===== config.mk =====
export PLATFORM = sky130hd
export DESIGN_NAME = pcb_top
export DESIGN_NICKNAME = d
export VERILOG_FILES = /design/src/pcb_cal.v /design/src/pcb_sync.v /design/src/pcb_top.v
export VERILOG_INCLUDE_DIRS = /design/src
export SDC_FILE = /design/constraint.sdc
export NUM_CORES = 1
export LEC_CHECK = 0
export BUFFER_PORTS_ARGS = -buffer_cell sky130_fd_sc_hd__buf_2
export CELL_PAD_IN_SITES_DETAIL_PLACEMENT = 1
export CELL_PAD_IN_SITES_GLOBAL_PLACEMENT = 2
export CORE_ASPECT_RATIO = 1.5
export CORE_MARGIN = 2
export CORE_UTILIZATION = 43
export CTS_CLUSTER_SIZE = 8
export DETAILED_ROUTE_END_ITERATION = 10
export GPL_TIMING_DRIVEN = 0
export PLACE_DENSITY = 0.91
export SYNTH_ARGS = -nofsm -noshare
export SYNTH_HDL_FRONTEND = slang
export SYNTH_SLANG_ARGS = --single-unit

===== constraint.sdc =====
create_clock -name clk -period 17.5 [get_ports clk]
set_input_delay 1.75 -clock clk [delete_from_list [all_inputs] [get_ports clk]]
set_output_delay 1.75 -clock clk [all_outputs]
set_load 0.01 [all_outputs]

===== src/pcb_defs.vh =====
// shared offsets, field positions, reset values and step time for the channel set control block
`ifndef PCB_DEFS_VH
`define PCB_DEFS_VH
// register byte offsets
`define PCB_OFF_CTRL 12'h000
`define PCB_OFF_TEST 12'h004
`define PCB_OFF_STEP 12'h008
`define PCB_OFF_CMP 12'h00c
`define PCB_OFF_STAT 12'h010
`define PCB_OFF_DIAG 12'h014
`define PCB_OFF_PWD 12'h018
`define PCB_OFF_FAIL 12'h01c
`define PCB_OFF_AOUT 12'h020
`define PCB_OFF_CAL 12'h024
`define PCB_OFF_REFH 12'h028
`define PCB_OFF_REFL 12'h02c
`define PCB_OFF_COEF 12'h030
// test command codes written to TEST[3:0]
`define PCB_CMD_NONE 4'h0
`define PCB_CMD_SEL 4'h1
`define PCB_CMD_MODE 4'h2
`define PCB_CMD_TRIP 4'h3
`define PCB_CMD_BYP 4'h4
`define PCB_CMD_CALREF 4'h5
`define PCB_CMD_TBASE 4'h6
`define PCB_CMD_SUBT 4'h7
`define PCB_CMD_INJ 4'h8
`define PCB_CMD_ABORT 4'hf
// TEST field positions
`define PCB_TEST_CMD_LSB 0
`define PCB_TEST_CH_LSB 8
`define PCB_TEST_AUTO_BIT 16
// reset values
`define PCB_RST_PWD 32'h0000_0000
`define PCB_RST_FAIL 32'h0000_0000
`define PCB_RST_COEF_GAIN 16'h4000
`define PCB_RST_COEF_OFS 16'h0000
`define PCB_RST_REFH 16'hc000
`define PCB_RST_REFL 16'h4000
// a tester step whose subtest is enabled holds this many nanoseconds unless the step done input arrives earlier
`define PCB_STEP_TIME_NS 1000
`endif


===== src/pcb_cal.v =====
// per-channel self calibration: compares reference readings and trims gain and offset
`timescale 1ns/1ns
`default_nettype none
`include "pcb_defs.vh"
module pcb_cal #(
  parameter NCH = 4,
  parameter CW = 2
) (
  // clock and reset
  input wire clk,
  input wire rst,
  // reading from the input filter unit
  input wire rd_valid,
  input wire [CW-1:0] rd_ch,
  input wire rd_hi,
  input wire [15:0] rd_data,
  // stored references
  input wire [15:0] ref_hi,
  input wire [15:0] ref_lo,
  // coefficient readback
  input wire [CW-1:0] coef_sel,
  output reg [31:0] coef_q
);
  reg [15:0] gain_ff [0:NCH-1];
  reg [15:0] ofs_ff [0:NCH-1];
  wire [15:0] ref_w;
  assign ref_w = rd_hi ? ref_hi : ref_lo;
  genvar i;
  generate
    for (i = 0; i < NCH; i = i + 1) begin : g_ch
      always @(posedge clk or posedge rst) begin
        if (rst) begin
          gain_ff[i] <= `PCB_RST_COEF_GAIN;
          ofs_ff[i] <= `PCB_RST_COEF_OFS;
        end else if (rd_valid && {{(32-CW){1'b0}}, rd_ch} == i && rd_data != ref_w) begin
          // high reading trims gain, low reading trims offset, one lsb a time
          if (rd_hi) begin
            gain_ff[i] <= (rd_data > ref_w) ? gain_ff[i] - 16'h0001 : gain_ff[i] + 16'h0001;
          end else begin
            ofs_ff[i] <= (rd_data > ref_w) ? ofs_ff[i] - 16'h0001 : ofs_ff[i] + 16'h0001;
          end
        end
      end
    end
  endgenerate
  always @(posedge clk or posedge rst) begin
    if (rst) begin
      coef_q <= 32'h0000_0000;
    end else begin
      coef_q <= {gain_ff[coef_sel], ofs_ff[coef_sel]};
    end
  end
endmodule // pcb_cal
`default_nettype wire


===== src/pcb_sync.v =====
// two flip-flop synchroniser, one per bit
`timescale 1ns/1ns
`default_nettype none
module pcb_sync #(
  parameter W = 1
) (
  // clock and reset
  input wire clk,
  input wire rst,
  // data
  input wire [W-1:0] d,
  output wire [W-1:0] q
);
  reg [W-1:0] meta_ff;
  reg [W-1:0] sync_ff;
  always @(posedge clk or posedge rst) begin
    if (rst) begin
      meta_ff <= {W{1'b0}};
      sync_ff <= {W{1'b0}};
    end else begin
      meta_ff <= d;
      sync_ff <= meta_ff;
    end
  end
  assign q = sync_ff;
endmodule // pcb_sync
`default_nettype wire


===== src/pcb_top.v =====
// protection channel set control: test sequence, bypass, forced trip, failure modes
//
// How it works
// bypassed channel has trip path disabled, relay held non-tripped.
// forced-trip channel breaks comparator output, relay de-energised.
// tested channel must be in trip or bypass; bypass needs valid password.
// start order: channel, mode, trip/bypass, calibrate, time base, subtests, inject.
// after injection: converter, deviation, partial trip, response, loop cycle steps.
// at cycle end clear trip/bypass, re-verify injection calibration, report.
// interrupted comparator output trips logic and raises alarm and status.
// one panel light per comparator, lit while tripped.
// calibration selects high/low reference through per-channel input mux.
// reference errors trim that channel's gain and offset.
// one channel may stay bypassed and tested without system action.
// bypass indication stays on while any channel is bypassed.
// detaching the operator test unit clears bypass.
// power loss: comparators to preferred state, analog outputs below low scale.
// fatal diagnostic forces comparators to preferred failure state.
// fatal diagnostic freezes analog outputs.
// one channel set failure contact, actuated on any diagnostic.
// non-fatal diagnostic only drives trouble and failure contacts.
// after reset no bypass or forced trip; sequence idle.
//
// Implementation choices: the APB slave port and the register offsets.
`timescale 1ns/1ns
`default_nettype none
`include "pcb_defs.vh"
module pcb_top #(
  parameter NCH = 4,
  parameter CW = 2,
  parameter CLK_MHZ = 20
) (
  // clock and reset
  input wire clk,
  input wire rst,
  // apb slave
  input wire psel,
  input wire penable,
  input wire pwrite,
  input wire [11:0] paddr,
  input wire [31:0] pwdata,
  output reg [31:0] prdata,
  output wire pready,
  output wire pslverr,
  // plant pins
  input wire [NCH-1:0] cmp_trip_in,
  input wire test_unit_attached,
  input wire power_ok,
  input wire diag_fatal,
  input wire diag_nonfatal,
  input wire step_done,
  // input filter unit reference readings
  input wire rd_valid,
  input wire [CW-1:0] rd_ch,
  input wire rd_hi,
  input wire [15:0] rd_data,
  // analog output source
  input wire [15:0] aout_in,
  // outputs to plant
  output reg [NCH-1:0] relay_energised,
  output reg [NCH-1:0] panel_light,
  output reg chan_trip_alarm,
  output reg chan_status,
  output reg bypass_ind,
  output reg set_fail_contact,
  output reg trouble_contact,
  output reg [15:0] aout,
  output reg [NCH-1:0] mux_sel_ref,
  output reg [NCH-1:0] mux_ref_hi,
  output reg inject_en,
  output reg [2:0] tester_step
);
  localparam [3:0] S_IDLE = 4'd0, S_CHSEL = 4'd1, S_MODE = 4'd2, S_TRBY = 4'd3, S_CALREF = 4'd4,
    S_TBASE = 4'd5, S_SUBT = 4'd6, S_RUN = 4'd7, S_VERIFY = 4'd8, S_REPORT = 4'd9;
  localparam integer STEP_CYC_I = (`PCB_STEP_TIME_NS * CLK_MHZ) / 1000;
  localparam [15:0] STEP_CYC = STEP_CYC_I[15:0];
  localparam [31:0] RST_FAIL = `PCB_RST_FAIL;
  localparam [2:0] LAST_STEP = 3'd4;
  localparam [15:0] AOUT_LOW = 16'h0000;
  // synchronised pins
  wire [NCH-1:0] cmp_s;
  wire [4:0] pin_s;
  pcb_sync #(.W(NCH)) u_sync_cmp (.clk(clk), .rst(rst), .d(cmp_trip_in), .q(cmp_s));
  pcb_sync #(.W(5)) u_sync_pin (.clk(clk), .rst(rst),
    .d({test_unit_attached, power_ok, diag_fatal, diag_nonfatal, step_done}), .q(pin_s));
  wire attached_s = pin_s[4];
  wire power_s = pin_s[3];
  wire fatal_s = pin_s[2];
  wire nonfatal_s = pin_s[1];
  wire done_s = pin_s[0];
  // registers
  reg [3:0] state_ff;
  reg [CW-1:0] ch_ff;
  reg auto_ff;
  reg [NCH-1:0] byp_ff;
  reg [NCH-1:0] ftrip_ff;
  reg [7:0] subt_ff;
  reg [2:0] step_ff;
  reg [15:0] cnt_ff;
  reg [31:0] pwd_ff;
  reg [NCH-1:0] fail_pref_ff;
  reg [15:0] refh_ff;
  reg [15:0] refl_ff;
  reg [CW-1:0] coef_sel_ff;
  reg [NCH-1:0] cal_en_ff;
  reg cal_hi_ff;
  reg [7:0] results_ff;
  reg seq_err_ff;
  reg fatal_seen_ff;
  reg nonfatal_seen_ff;
  wire [31:0] coef_q;
  pcb_cal #(.NCH(NCH), .CW(CW)) u_cal (.clk(clk), .rst(rst), .rd_valid(rd_valid), .rd_ch(rd_ch),
    .rd_hi(rd_hi), .rd_data(rd_data), .ref_hi(refh_ff), .ref_lo(refl_ff), .coef_sel(coef_sel_ff),
    .coef_q(coef_q));
  // apb decode
  wire wr = psel && penable && pwrite;
  wire rd = psel && penable && !pwrite;
  wire mapped = (paddr <= `PCB_OFF_COEF) && (paddr[1:0] == 2'b00);
  assign pready = 1'b1;
  assign pslverr = psel && penable && !mapped;
  wire test_wr = wr && paddr == `PCB_OFF_TEST;
  wire [3:0] cmd = pwdata[`PCB_TEST_CMD_LSB +: 4];
  wire [CW-1:0] cmd_ch = pwdata[`PCB_TEST_CH_LSB +: CW];
  wire pwd_ok = (pwdata[31:16] == pwd_ff[15:0]);
  wire any_byp = |byp_ff;
  wire [NCH-1:0] ch_onehot = {{(NCH-1){1'b0}}, 1'b1} << ch_ff;
  // test sequence
  always @(posedge clk or posedge rst) begin
    if (rst) begin
      state_ff <= S_IDLE;
      ch_ff <= {CW{1'b0}};
      auto_ff <= 1'b0;
      byp_ff <= {NCH{1'b0}};
      ftrip_ff <= {NCH{1'b0}};
      subt_ff <= 8'h00;
      step_ff <= 3'd0;
      cnt_ff <= 16'h0000;
      results_ff <= 8'h00;
      seq_err_ff <= 1'b0;
    end else if (!attached_s) begin
      // unit detached: drop any bypass and abandon the test
      state_ff <= S_IDLE;
      byp_ff <= {NCH{1'b0}};
      ftrip_ff <= {NCH{1'b0}};
      step_ff <= 3'd0;
      cnt_ff <= 16'h0000;
    end else begin
      if (test_wr && cmd == `PCB_CMD_ABORT) begin
        state_ff <= S_IDLE;
        byp_ff <= {NCH{1'b0}};
        ftrip_ff <= {NCH{1'b0}};
      end else begin
        case (state_ff)
          S_IDLE: begin
            if (test_wr && cmd == `PCB_CMD_SEL) begin
              ch_ff <= cmd_ch;
              state_ff <= S_CHSEL;
            end else if (test_wr && cmd != `PCB_CMD_NONE) begin
              seq_err_ff <= 1'b1;
            end
          end
          S_CHSEL: begin
            if (test_wr && cmd == `PCB_CMD_MODE) begin
              auto_ff <= pwdata[`PCB_TEST_AUTO_BIT];
              state_ff <= S_MODE;
            end else if (test_wr) begin
              seq_err_ff <= 1'b1;
            end
          end
          S_MODE: begin
            if (test_wr && cmd == `PCB_CMD_TRIP) begin
              ftrip_ff <= ftrip_ff | ch_onehot;
              state_ff <= S_TRBY;
            end else if (test_wr && cmd == `PCB_CMD_BYP && pwd_ok && !any_byp) begin
              byp_ff <= ch_onehot; // only one channel bypassed at a time
              state_ff <= S_TRBY;
            end else if (test_wr) begin
              seq_err_ff <= 1'b1;
            end
          end
          S_TRBY: begin
            if (test_wr && cmd == `PCB_CMD_CALREF) begin
              state_ff <= S_CALREF;
            end else if (test_wr) begin
              seq_err_ff <= 1'b1;
            end
          end
          S_CALREF: begin
            if (test_wr && cmd == `PCB_CMD_TBASE) begin
              state_ff <= S_TBASE;
            end else if (test_wr) begin
              seq_err_ff <= 1'b1;
            end
          end
          S_TBASE: begin
            if (test_wr && cmd == `PCB_CMD_SUBT) begin
              subt_ff <= pwdata[31:24];
              state_ff <= S_SUBT;
            end else if (test_wr) begin
              seq_err_ff <= 1'b1;
            end
          end
          S_SUBT: begin
            if (test_wr && cmd == `PCB_CMD_INJ) begin
              state_ff <= S_RUN;
              step_ff <= 3'd0;
              cnt_ff <= 16'h0000;
              results_ff <= 8'h00;
            end else if (test_wr) begin
              seq_err_ff <= 1'b1;
            end
          end
          S_RUN: begin
            // steps advance on done pin or step time; skipped subtests take one cycle
            if (!subt_ff[step_ff] || done_s || cnt_ff == STEP_CYC - 16'h0001) begin
              results_ff[step_ff] <= subt_ff[step_ff];
              cnt_ff <= 16'h0000;
              if (step_ff == LAST_STEP) begin
                state_ff <= S_VERIFY;
              end else begin
                step_ff <= step_ff + 3'd1;
              end
            end else begin
              cnt_ff <= cnt_ff + 16'h0001;
            end
          end
          S_VERIFY: begin
            byp_ff <= {NCH{1'b0}};
            ftrip_ff <= {NCH{1'b0}};
            results_ff[7] <= 1'b1;
            state_ff <= S_REPORT;
          end
          S_REPORT: begin
            if (test_wr && cmd == `PCB_CMD_SEL) begin
              ch_ff <= cmd_ch;
              state_ff <= S_CHSEL;
            end
          end
          default: state_ff <= S_IDLE;
        endcase
      end
      if (wr && paddr == `PCB_OFF_STAT && pwdata[0]) begin
        seq_err_ff <= 1'b0;
      end
    end
  end
  // software registers
  always @(posedge clk or posedge rst) begin
    if (rst) begin
      pwd_ff <= `PCB_RST_PWD;
      fail_pref_ff <= RST_FAIL[NCH-1:0];
      refh_ff <= `PCB_RST_REFH;
      refl_ff <= `PCB_RST_REFL;
      coef_sel_ff <= {CW{1'b0}};
      cal_en_ff <= {NCH{1'b0}};
      cal_hi_ff <= 1'b0;
      fatal_seen_ff <= 1'b0;
      nonfatal_seen_ff <= 1'b0;
    end else begin
      if (wr && paddr == `PCB_OFF_PWD) pwd_ff <= pwdata;
      if (wr && paddr == `PCB_OFF_FAIL) fail_pref_ff <= pwdata[NCH-1:0];
      if (wr && paddr == `PCB_OFF_REFH) refh_ff <= pwdata[15:0];
      if (wr && paddr == `PCB_OFF_REFL) refl_ff <= pwdata[15:0];
      if (wr && paddr == `PCB_OFF_COEF) coef_sel_ff <= pwdata[CW-1:0];
      if (wr && paddr == `PCB_OFF_CAL) begin
        cal_en_ff <= pwdata[NCH-1:0];
        cal_hi_ff <= pwdata[8];
      end
      // sticky diagnostics: a new detection wins over the clear
      fatal_seen_ff <= fatal_s | (fatal_seen_ff & ~(wr && paddr == `PCB_OFF_DIAG && pwdata[0]));
      nonfatal_seen_ff <= nonfatal_s | (nonfatal_seen_ff & ~(wr && paddr == `PCB_OFF_DIAG && pwdata[1]));
    end
  end
  // outputs to plant
  integer k;
  reg [NCH-1:0] nxt_relay;
  always @* begin
    for (k = 0; k < NCH; k = k + 1) begin
      if (!power_s || fatal_s) begin
        nxt_relay[k] = !fail_pref_ff[k];
      end else if (ftrip_ff[k]) begin
        nxt_relay[k] = 1'b0;
      end else if (byp_ff[k]) begin
        nxt_relay[k] = 1'b1;
      end else begin
        nxt_relay[k] = !cmp_s[k];
      end
    end
  end
  always @(posedge clk or posedge rst) begin
    if (rst) begin
      relay_energised <= {NCH{1'b0}};
      panel_light <= {NCH{1'b0}};
      chan_trip_alarm <= 1'b0;
      chan_status <= 1'b0;
      bypass_ind <= 1'b0;
      set_fail_contact <= 1'b0;
      trouble_contact <= 1'b0;
      aout <= AOUT_LOW;
      mux_sel_ref <= {NCH{1'b0}};
      mux_ref_hi <= {NCH{1'b0}};
      inject_en <= 1'b0;
      tester_step <= 3'd0;
    end else begin
      relay_energised <= nxt_relay;
      panel_light <= ~nxt_relay;
      chan_trip_alarm <= |(~nxt_relay);
      chan_status <= |(ftrip_ff | ~nxt_relay);
      bypass_ind <= any_byp;
      set_fail_contact <= fatal_s | nonfatal_s;
      trouble_contact <= nonfatal_s;
      if (!power_s) begin
        aout <= AOUT_LOW;
      end else if (!fatal_s) begin
        aout <= aout_in; // fatal holds the last value
      end
      mux_sel_ref <= cal_en_ff;
      mux_ref_hi <= {NCH{cal_hi_ff}};
      inject_en <= (state_ff == S_RUN);
      tester_step <= step_ff;
    end
  end
  // apb read data
  always @(posedge clk or posedge rst) begin
    if (rst) begin
      prdata <= 32'h0000_0000;
    end else if (psel && !penable && !pwrite) begin
      case (paddr)
        `PCB_OFF_CTRL: prdata <= {{(32-NCH){1'b0}}, fail_pref_ff};
        `PCB_OFF_TEST: prdata <= {15'h0000, auto_ff, {(8-CW){1'b0}}, ch_ff, 4'h0, state_ff};
        `PCB_OFF_STEP: prdata <= {16'h0000, results_ff, subt_ff[4:0], step_ff};
        `PCB_OFF_CMP: prdata <= {{(32-2*NCH){1'b0}}, byp_ff, ftrip_ff};
        `PCB_OFF_STAT: prdata <= {27'h0000000, attached_s, power_s, any_byp, inject_en, seq_err_ff};
        `PCB_OFF_DIAG: prdata <= {30'h00000000, nonfatal_seen_ff, fatal_seen_ff};
        `PCB_OFF_PWD: prdata <= 32'h0000_0000;
        `PCB_OFF_FAIL: prdata <= {{(32-NCH){1'b0}}, fail_pref_ff};
        `PCB_OFF_AOUT: prdata <= {16'h0000, aout};
        `PCB_OFF_CAL: prdata <= {23'h000000, cal_hi_ff, {(8-NCH){1'b0}}, cal_en_ff};
        `PCB_OFF_REFH: prdata <= {16'h0000, refh_ff};
        `PCB_OFF_REFL: prdata <= {16'h0000, refl_ff};
        `PCB_OFF_COEF: prdata <= coef_q;
        default: prdata <= 32'h0000_0000;
      endcase
    end
  end
  wire unused_rd = rd;
endmodule // pcb_top
`default_nettype wire


# Word-level counts from Yosys, hierarchy flattened
# Cells that the tools add are included.
classes:
  add_sub_neg: 18
  order_cmp: 5
  eq_ne: 68
  shift: 1
  n_mux: 85
  n_bitwise: 13
  n_reduce_logical: 88
ops:
  columns: ["cell", "count"]
  rows:
  - ["one-hot mux 32 bit (11 select lines)", 1]
  - ["two-way mux 16 bit", 19]
  - ["adder 16 x 1 -> 16 bit, second input constant", 9]
  - ["subtractor 16 x 1 -> 16 bit, second input constant", 8]
  - ["two-way mux 4 bit", 19]
  - ["binary-select mux 16 bit (select 2 bit)", 2]
  - ["equality test 12 x 6 -> 1 bit, second input constant", 5]
  - ["equality test 12 x 5 -> 1 bit, second input constant", 4]
  - ["!= test 4 bit, second input constant", 12]
  - ["logical AND 1 bit", 39]
  - ["!= test 3 bit, second input constant", 13]
  - ["one-hot mux 4 bit (9 select lines)", 1]
  - ["equality test 4 x 3 -> 1 bit, second input constant", 8]
  - ["one-hot mux 16 bit (2 select lines)", 1]
  - ["two-way mux 1 bit", 26]
  - ["equality test 12 x 4 -> 1 bit, second input constant", 2]
  - ["AND reduction 2 bit", 9]
  - ["equality test 16 bit", 1]
  - ["equality test 16 x 5 -> 1 bit, second input constant", 1]
  - ["equality test 4 x 2 -> 1 bit, second input constant", 4]
  - ["equality test 4 bit, second input constant", 4]
  - ["> comparator 16 bit", 1]
  - ["two-way mux 8 bit", 2]
  - ["!= test 16 bit", 1]
  - ["45 further kinds", 86]
word_totals:
  ff_bits: 360
  input_bits: 94
  word_cells: 324

# Logic depth before layout (Yosys ltp)
depth:
  ltp_word: 11
  depth_mapped: 19

# Hierarchy
# From an unflattened synthesis, not the netlist that was laid out.
hier_totals:
  cells_unflattened: 2090
  hier_area_um2: 21366.7
by_module_without_submodules:
  columns: ["mod", "n_inst", "cells_each", "area_per_inst_um2", "seq_area_each_um2"]
  rows:
  - ["pcb_cal", 1, 1223, 11876.4, 4008.8]
  - ["pcb_top", 1, 847, 9032.4, 4558.1]
  - ["pcb_sync at u_sync_pin", 1, 11, 254.0, 250.2]
  - ["pcb_sync at u_sync_cmp", 1, 9, 203.9, 200.2]

# Worst setup path before layout
# Ideal clock, no wire load.
synth_timing:
  path_kind: "input to register"
  from: "in rd_hi"
  to: "reg u_cal.gain_ff[44] (netlist name)"
  setup_ns: 0.135
  arrival_time_ns: 8.975
  required_time_ns: 17.365
  setup_slack_ns: 8.390
  cell_stages: 19
  n_path_buf: 3
  cell_sequence: "clkbuf_1 clkbuf_1 mux2i_1 ha_1 nor2b_1 o211ai_1 a21oi_1 o31ai_1 a21oi_1 buf_1 ha_1 a21o_1 a21oi_1 o21ai_0 o41ai_1 o21ai_0 o22ai_1 xor2_1 o21ai_0"
synth_via:
  elab_chain_len: 4
synth_lines:
  columns: ["element", "line_no", "text"]
  rows:
  - ["start: declaration", "pcb_top.v:55", "input wire rd_hi,"]
  - ["branches (longest 4 deep; another with > comparator 16 bit)", null, null]
  - ["end signal: indexed assignment", "pcb_cal.v:33", "gain_ff[i] <= `PCB_RST_COEF_GAIN;"]
  - ["end signal: indexed assignment", "pcb_cal.v:38", "gain_ff[i] <= (rd_data > ref_w) ? gain_ff[i] - 16'h0001 : gain_ff[i] + 16'h0001;"]
  - ["end: declaration", "pcb_cal.v:24", "reg [15:0] gain_ff [0:NCH-1];"]
# Several ways; the timed one is not identified.
# A chain may end at the register's enable or synchronous reset.

# Final worst setup path
# Ends and elaborated chain as after synthesis.

==> key figures <==
Final layout
  – Sequential Area: 0.00902 mm²
  – Area delta synth->final: 14.6%
  – Antenna diode count: 0
  – Final #Nets: 2530
  – Non-filler cells in the finished layout: 2921
  – Fill cell total of the finished layout: 5443
  – Post-Route Utilization: 0.496
  – Multi-input gate area in the final layout: 0.0114 mm²
  – Fraction of final layout cells sized beyond drive strength 1: 0.166

Place
  – Placed Cells: 2850
  – Weighted congestion reported at the end of routability-driven placement: 0.960
  – HPWL after detailed placement: 52.9 mm
  – Buffers on Ports: 163
  – Pre-CTS worst setup slack: 8.62 ns

Floorplan
  – # IOs: 169
  – Effective utilization at floorplan: 0.433
  – Std-Cell Rows: 99
  – Area enclosed by the die boundary: 0.0505 mm²
  – Width of the die: 184 µm
  – Core box area: 0.0483 mm²
  – Die Y: 274 µm

Synth
  – Post-synthesis cell type count: 69
  – Cells after Synth: 2076
  – Synthesized area per cell: 10.1 µm²
  – FFs w/ async S/R, synth: 1.00
  – Sequential-to-total area share from yosys stat: 0.431
  – Syn Nets: 2309
  – #FFs+latches synth: 360
  – Top cell type by total area after synthesis: sky130_fd_sc_hd__dfrtp_1
  – Leading register cell type out of synthesis: sky130_fd_sc_hd__dfrtp_1
  – Yosys top cell area share: 0.422
  – Number of warnings reported in the yosys synthesis log: 0
  – Number of flops mapped to enable cells by yosys: 0
  – Cell types occupying the most area after synthesis: sky130_fd_sc_hd__dfrtp_1, sky130_fd_sc_hd__ha_1, sky130_fd_sc_hd__o21ai_0
  – Netlist Area Pre-Place: 0.0209 mm²

Clock network
  – Maximum count of clock buffers along a single path: 3
  – Number of resized instances in the post-cts repair step: 0
  – Setup Buffers After CTS: 0
  – Worst-Skew Late Latency: 0.57 ns
  – CTS H-tree lvls: 2
  – Clk Tree Root Cell: sky130_fd_sc_hd__clkbuf_16
  – Quantity of hold-fixing buffers added after cts: 0
  – Number of buffers created by CTS: 50
  – Clock Sink Count: 360
  – Clock tree from TritonCTS: done
  – CTS clk-pin slew, worst paths: 0.05 ns

Status
  – Outcome: completed

Detailed routing
  – Number of routed nets with antenna violations: 0
  – Drt initial violations: 1011
  – Number of remaining DRC errors: 0
  – Wire length reported by the detailed router: 68.4 mm
  – Total vias in the final route: 17400
  – Number of search-and-repair iterations in the first detailed-routing pass: 5
  – Drt wl/cell: 23.4 µm
  – Vias per Instance: 5.96

Hold path
  – Hold Path Stages: 0
  – Worst min-delay path category: reg -> reg
  – Endpoint, Worst Hold: u_sync_cmp.q[3]
  – Hold_sp: u_sync_cmp.meta_ff[3]

Critical path
  – Endpoint class of the critical path: register
  – Worst-path fanout max: 39
  – Startpoint of the worst-slack reg-to-reg timing path: refh_ff[15]
  – Nature of the critical path startpoint: input pin
  – Minimum setup slack among reg-to-reg paths: 11.06 ns
  – Data required time at the worst endpoint: 17.91 ns
  – Destination of the worst register-to-register timing path: u_cal.gain_ff[44]
  – Logic depth of the worst register-to-register path: 17
  – Path type of the worst setup path: in -> reg
  – Arrival time worst endpoint: 8.90 ns

Power
  – Power per Cell Area: 151 mW/mm²
  – IR drop worst, VDD: 0.0000692 V
  – Leakage: 11.0 nW

Timing
  – Setup clock skew after layout: 0.0259 ns
  – Endpoints failing hold: 0
  – Final total negative setup slack: 0 ns
  – Final-layout worst hold slack: 0.346 ns
  – Max-slew violation count: 0
  – Transition at the pin with the smallest max-transition slack: 1.41 ns
  – Setup repair after global routing missed its margin: false
  – Minimum period implied by the final worst setup slack: 8.49 ns
  – Total of endpoints with negative setup slack in the final report: 0
  – Period utilization: 0.485
  – Max-slew headroom: 0.0554
  – Peak Freq: 0.118 GHz
  – Least setup slack across all paths after layout: 9.01 ns

Global routing
  – Vias in the first global route: 19000
  – Number of antenna violations at the first check in global routing: 0
  – Maximum number of pins on one net before global-route repair: 128
  – Wire length of the first global-routing pass: 107 mm
  – Gr ovfl total: 0
  – GR Util All Layers: 0.275

Job
  – Number of maximum-capacitance violations: 0
==> cells in the final DEF, fill, tap and decap left out, drive strengths merged, types with 29 or more instances in the layout <==
master  instances
a21o           49
a21oi          80
a31oi          30
buf           189
clkbuf        129
dfrtp         353
ha            131
inv            38
mux2           85
mux2i          37
mux4           34
nand2         248
nand3          47
nor2          120
nor2b          29
nor3           69
o21ai         202
xnor2          51
xor2           89
==> synthesized netlist by cell type, types with 7 or more instances <==
cell and number:
sky130_fd_sc_hd__and2_1 11, sky130_fd_sc_hd__and3_1 17, sky130_fd_sc_hd__nand2b_1 22, sky130_fd_sc_hd__a221oi_1 12
sky130_fd_sc_hd__nor2b_1 29, sky130_fd_sc_hd__ha_1 131, sky130_fd_sc_hd__a21oi_1 79, sky130_fd_sc_hd__nor3_1 68
sky130_fd_sc_hd__a22oi_1 25, sky130_fd_sc_hd__nand4_1 19, sky130_fd_sc_hd__o211ai_1 11, sky130_fd_sc_hd__or3_1 7
sky130_fd_sc_hd__nor2_1 120, sky130_fd_sc_hd__dfrtp_1 353, sky130_fd_sc_hd__xor2_1 89, sky130_fd_sc_hd__inv_1 38
sky130_fd_sc_hd__o21ai_0 198, sky130_fd_sc_hd__buf_1 7, sky130_fd_sc_hd__mux2i_1 37, sky130_fd_sc_hd__o21bai_1 10
sky130_fd_sc_hd__or2_2 8, sky130_fd_sc_hd__a31oi_1 30, sky130_fd_sc_hd__mux2_2 85, sky130_fd_sc_hd__mux4_2 34
sky130_fd_sc_hd__buf_2 8, sky130_fd_sc_hd__nor4_1 18, sky130_fd_sc_hd__o31ai_1 16, sky130_fd_sc_hd__dfstp_2 7
sky130_fd_sc_hd__nand2_1 248, sky130_fd_sc_hd__xnor2_1 51, sky130_fd_sc_hd__nand3b_1 7, sky130_fd_sc_hd__fa_1 8
sky130_fd_sc_hd__clkbuf_1 60, sky130_fd_sc_hd__a222oi_1 12, sky130_fd_sc_hd__a21o_1 49, sky130_fd_sc_hd__o2111ai_1 15
sky130_fd_sc_hd__o21a_1 12, sky130_fd_sc_hd__nand3_1 47, sky130_fd_sc_hd__a211oi_1 12
==> through the flow <==
step           cell area (µm²)  power (mW)
6_report                 24000        3.62
2_1_floorplan            20900        2.32
3_3_place_gp             22500        2.65
4_1_cts                  24000        3.64
5_1_grt                  24000        3.88
3_5_place_dp             22600        2.74
==> worst max path at each step <==
stage	start	endpoint	slack, ns	depth (start not counted)
global route	rd_hi	u_cal.gain_ff[44]	8.77	19
finish	rd_hi	u_cal.gain_ff[44]	9.01	19
floorplan	rst	aout[0]	5.77	1
global placement	rst	u_cal.gain_ff[37]	1.85	2
detailed placement	rd_hi	u_cal.gain_ff[44]	8.62	19
CTS	rd_hi	u_cal.gain_ff[44]	9.05	19
==> cells by family after synthesis <==
family | count (synthesis) | synth area share
simple gates | 639 | 0.143
xor+xnor | 140 | 0.0586
mux | 156 | 0.100
other cells | 1 | 0.000179
fa+ha+maj | 139 | 0.0860
flops | 360 | 0.431
buf+inv | 118 | 0.0225
compound gates | 523 | 0.159
==> report_power, final <==
group | switching (mW) | internal (mW) | leakage, nW | total, mW
registers | 0.201 | 1.03 | 4.65 | 1.23
clock network | 0.359 | 0.514 | 0.645 | 0.873
logic | 0.844 | 0.671 | 5.71 | 1.51
==> registers in the layout (all words and copies together), names as in the netlist, 5 cells and up <==
signal	count
u_cal.gain_ff	64
u_cal.ofs_ff	64
prdata	32
u_cal.coef_q	32
aout	16
cnt_ff	16
pwd_ff	16
refh_ff	16
refl_ff	16
results_ff	8
subt_ff	8
u_sync_pin.meta_ff	5
u_sync_pin.q	5
==> worst max-delay path, stage by stage <==
cell and delay, ns:
sky130_fd_sc_hd__clkbuf_1 0.78, sky130_fd_sc_hd__clkbuf_1 0.72, sky130_fd_sc_hd__mux2i_1 0.23, sky130_fd_sc_hd__ha_1 0.35
sky130_fd_sc_hd__nand4_1 0.19, sky130_fd_sc_hd__nor4_1 1.02, sky130_fd_sc_hd__a21oi_1 0.25, sky130_fd_sc_hd__buf_2 0.41
sky130_fd_sc_hd__buf_12 0.27, sky130_fd_sc_hd__buf_12 0.19, sky130_fd_sc_hd__fa_1 0.44, sky130_fd_sc_hd__a21o_1 0.21
sky130_fd_sc_hd__a21oi_1 0.24, sky130_fd_sc_hd__o21ai_0 0.20, sky130_fd_sc_hd__o41ai_1 0.76, sky130_fd_sc_hd__o21ai_0 0.30
sky130_fd_sc_hd__o22ai_1 0.22, sky130_fd_sc_hd__xor2_1 0.20, sky130_fd_sc_hd__o21ai_0 0.10
==> metal layers <==
metal	share of wire	GRT usage	wire, µm	vias to the layer above
met5	0	0	0	-
met4	0.067	0.173	4580	0
met3	0.038	0.0343	2590	185
met2	0.53	0.513	36200	426
met1	0.37	0.289	25000	8756
li1	-	-	-	8035
==> area by class of cell <==
type,instances,share of cell area
clock buffer,69,0.0551
sequential,360,0.376
multi-input combinational,1598,0.477
buffer,80,0.0138
tap,606,0.0316
clock inverter,1,0.000678
inverter,38,0.00626
timing repair buffer,169,0.0391
Power figures use the tool's default switching activity.
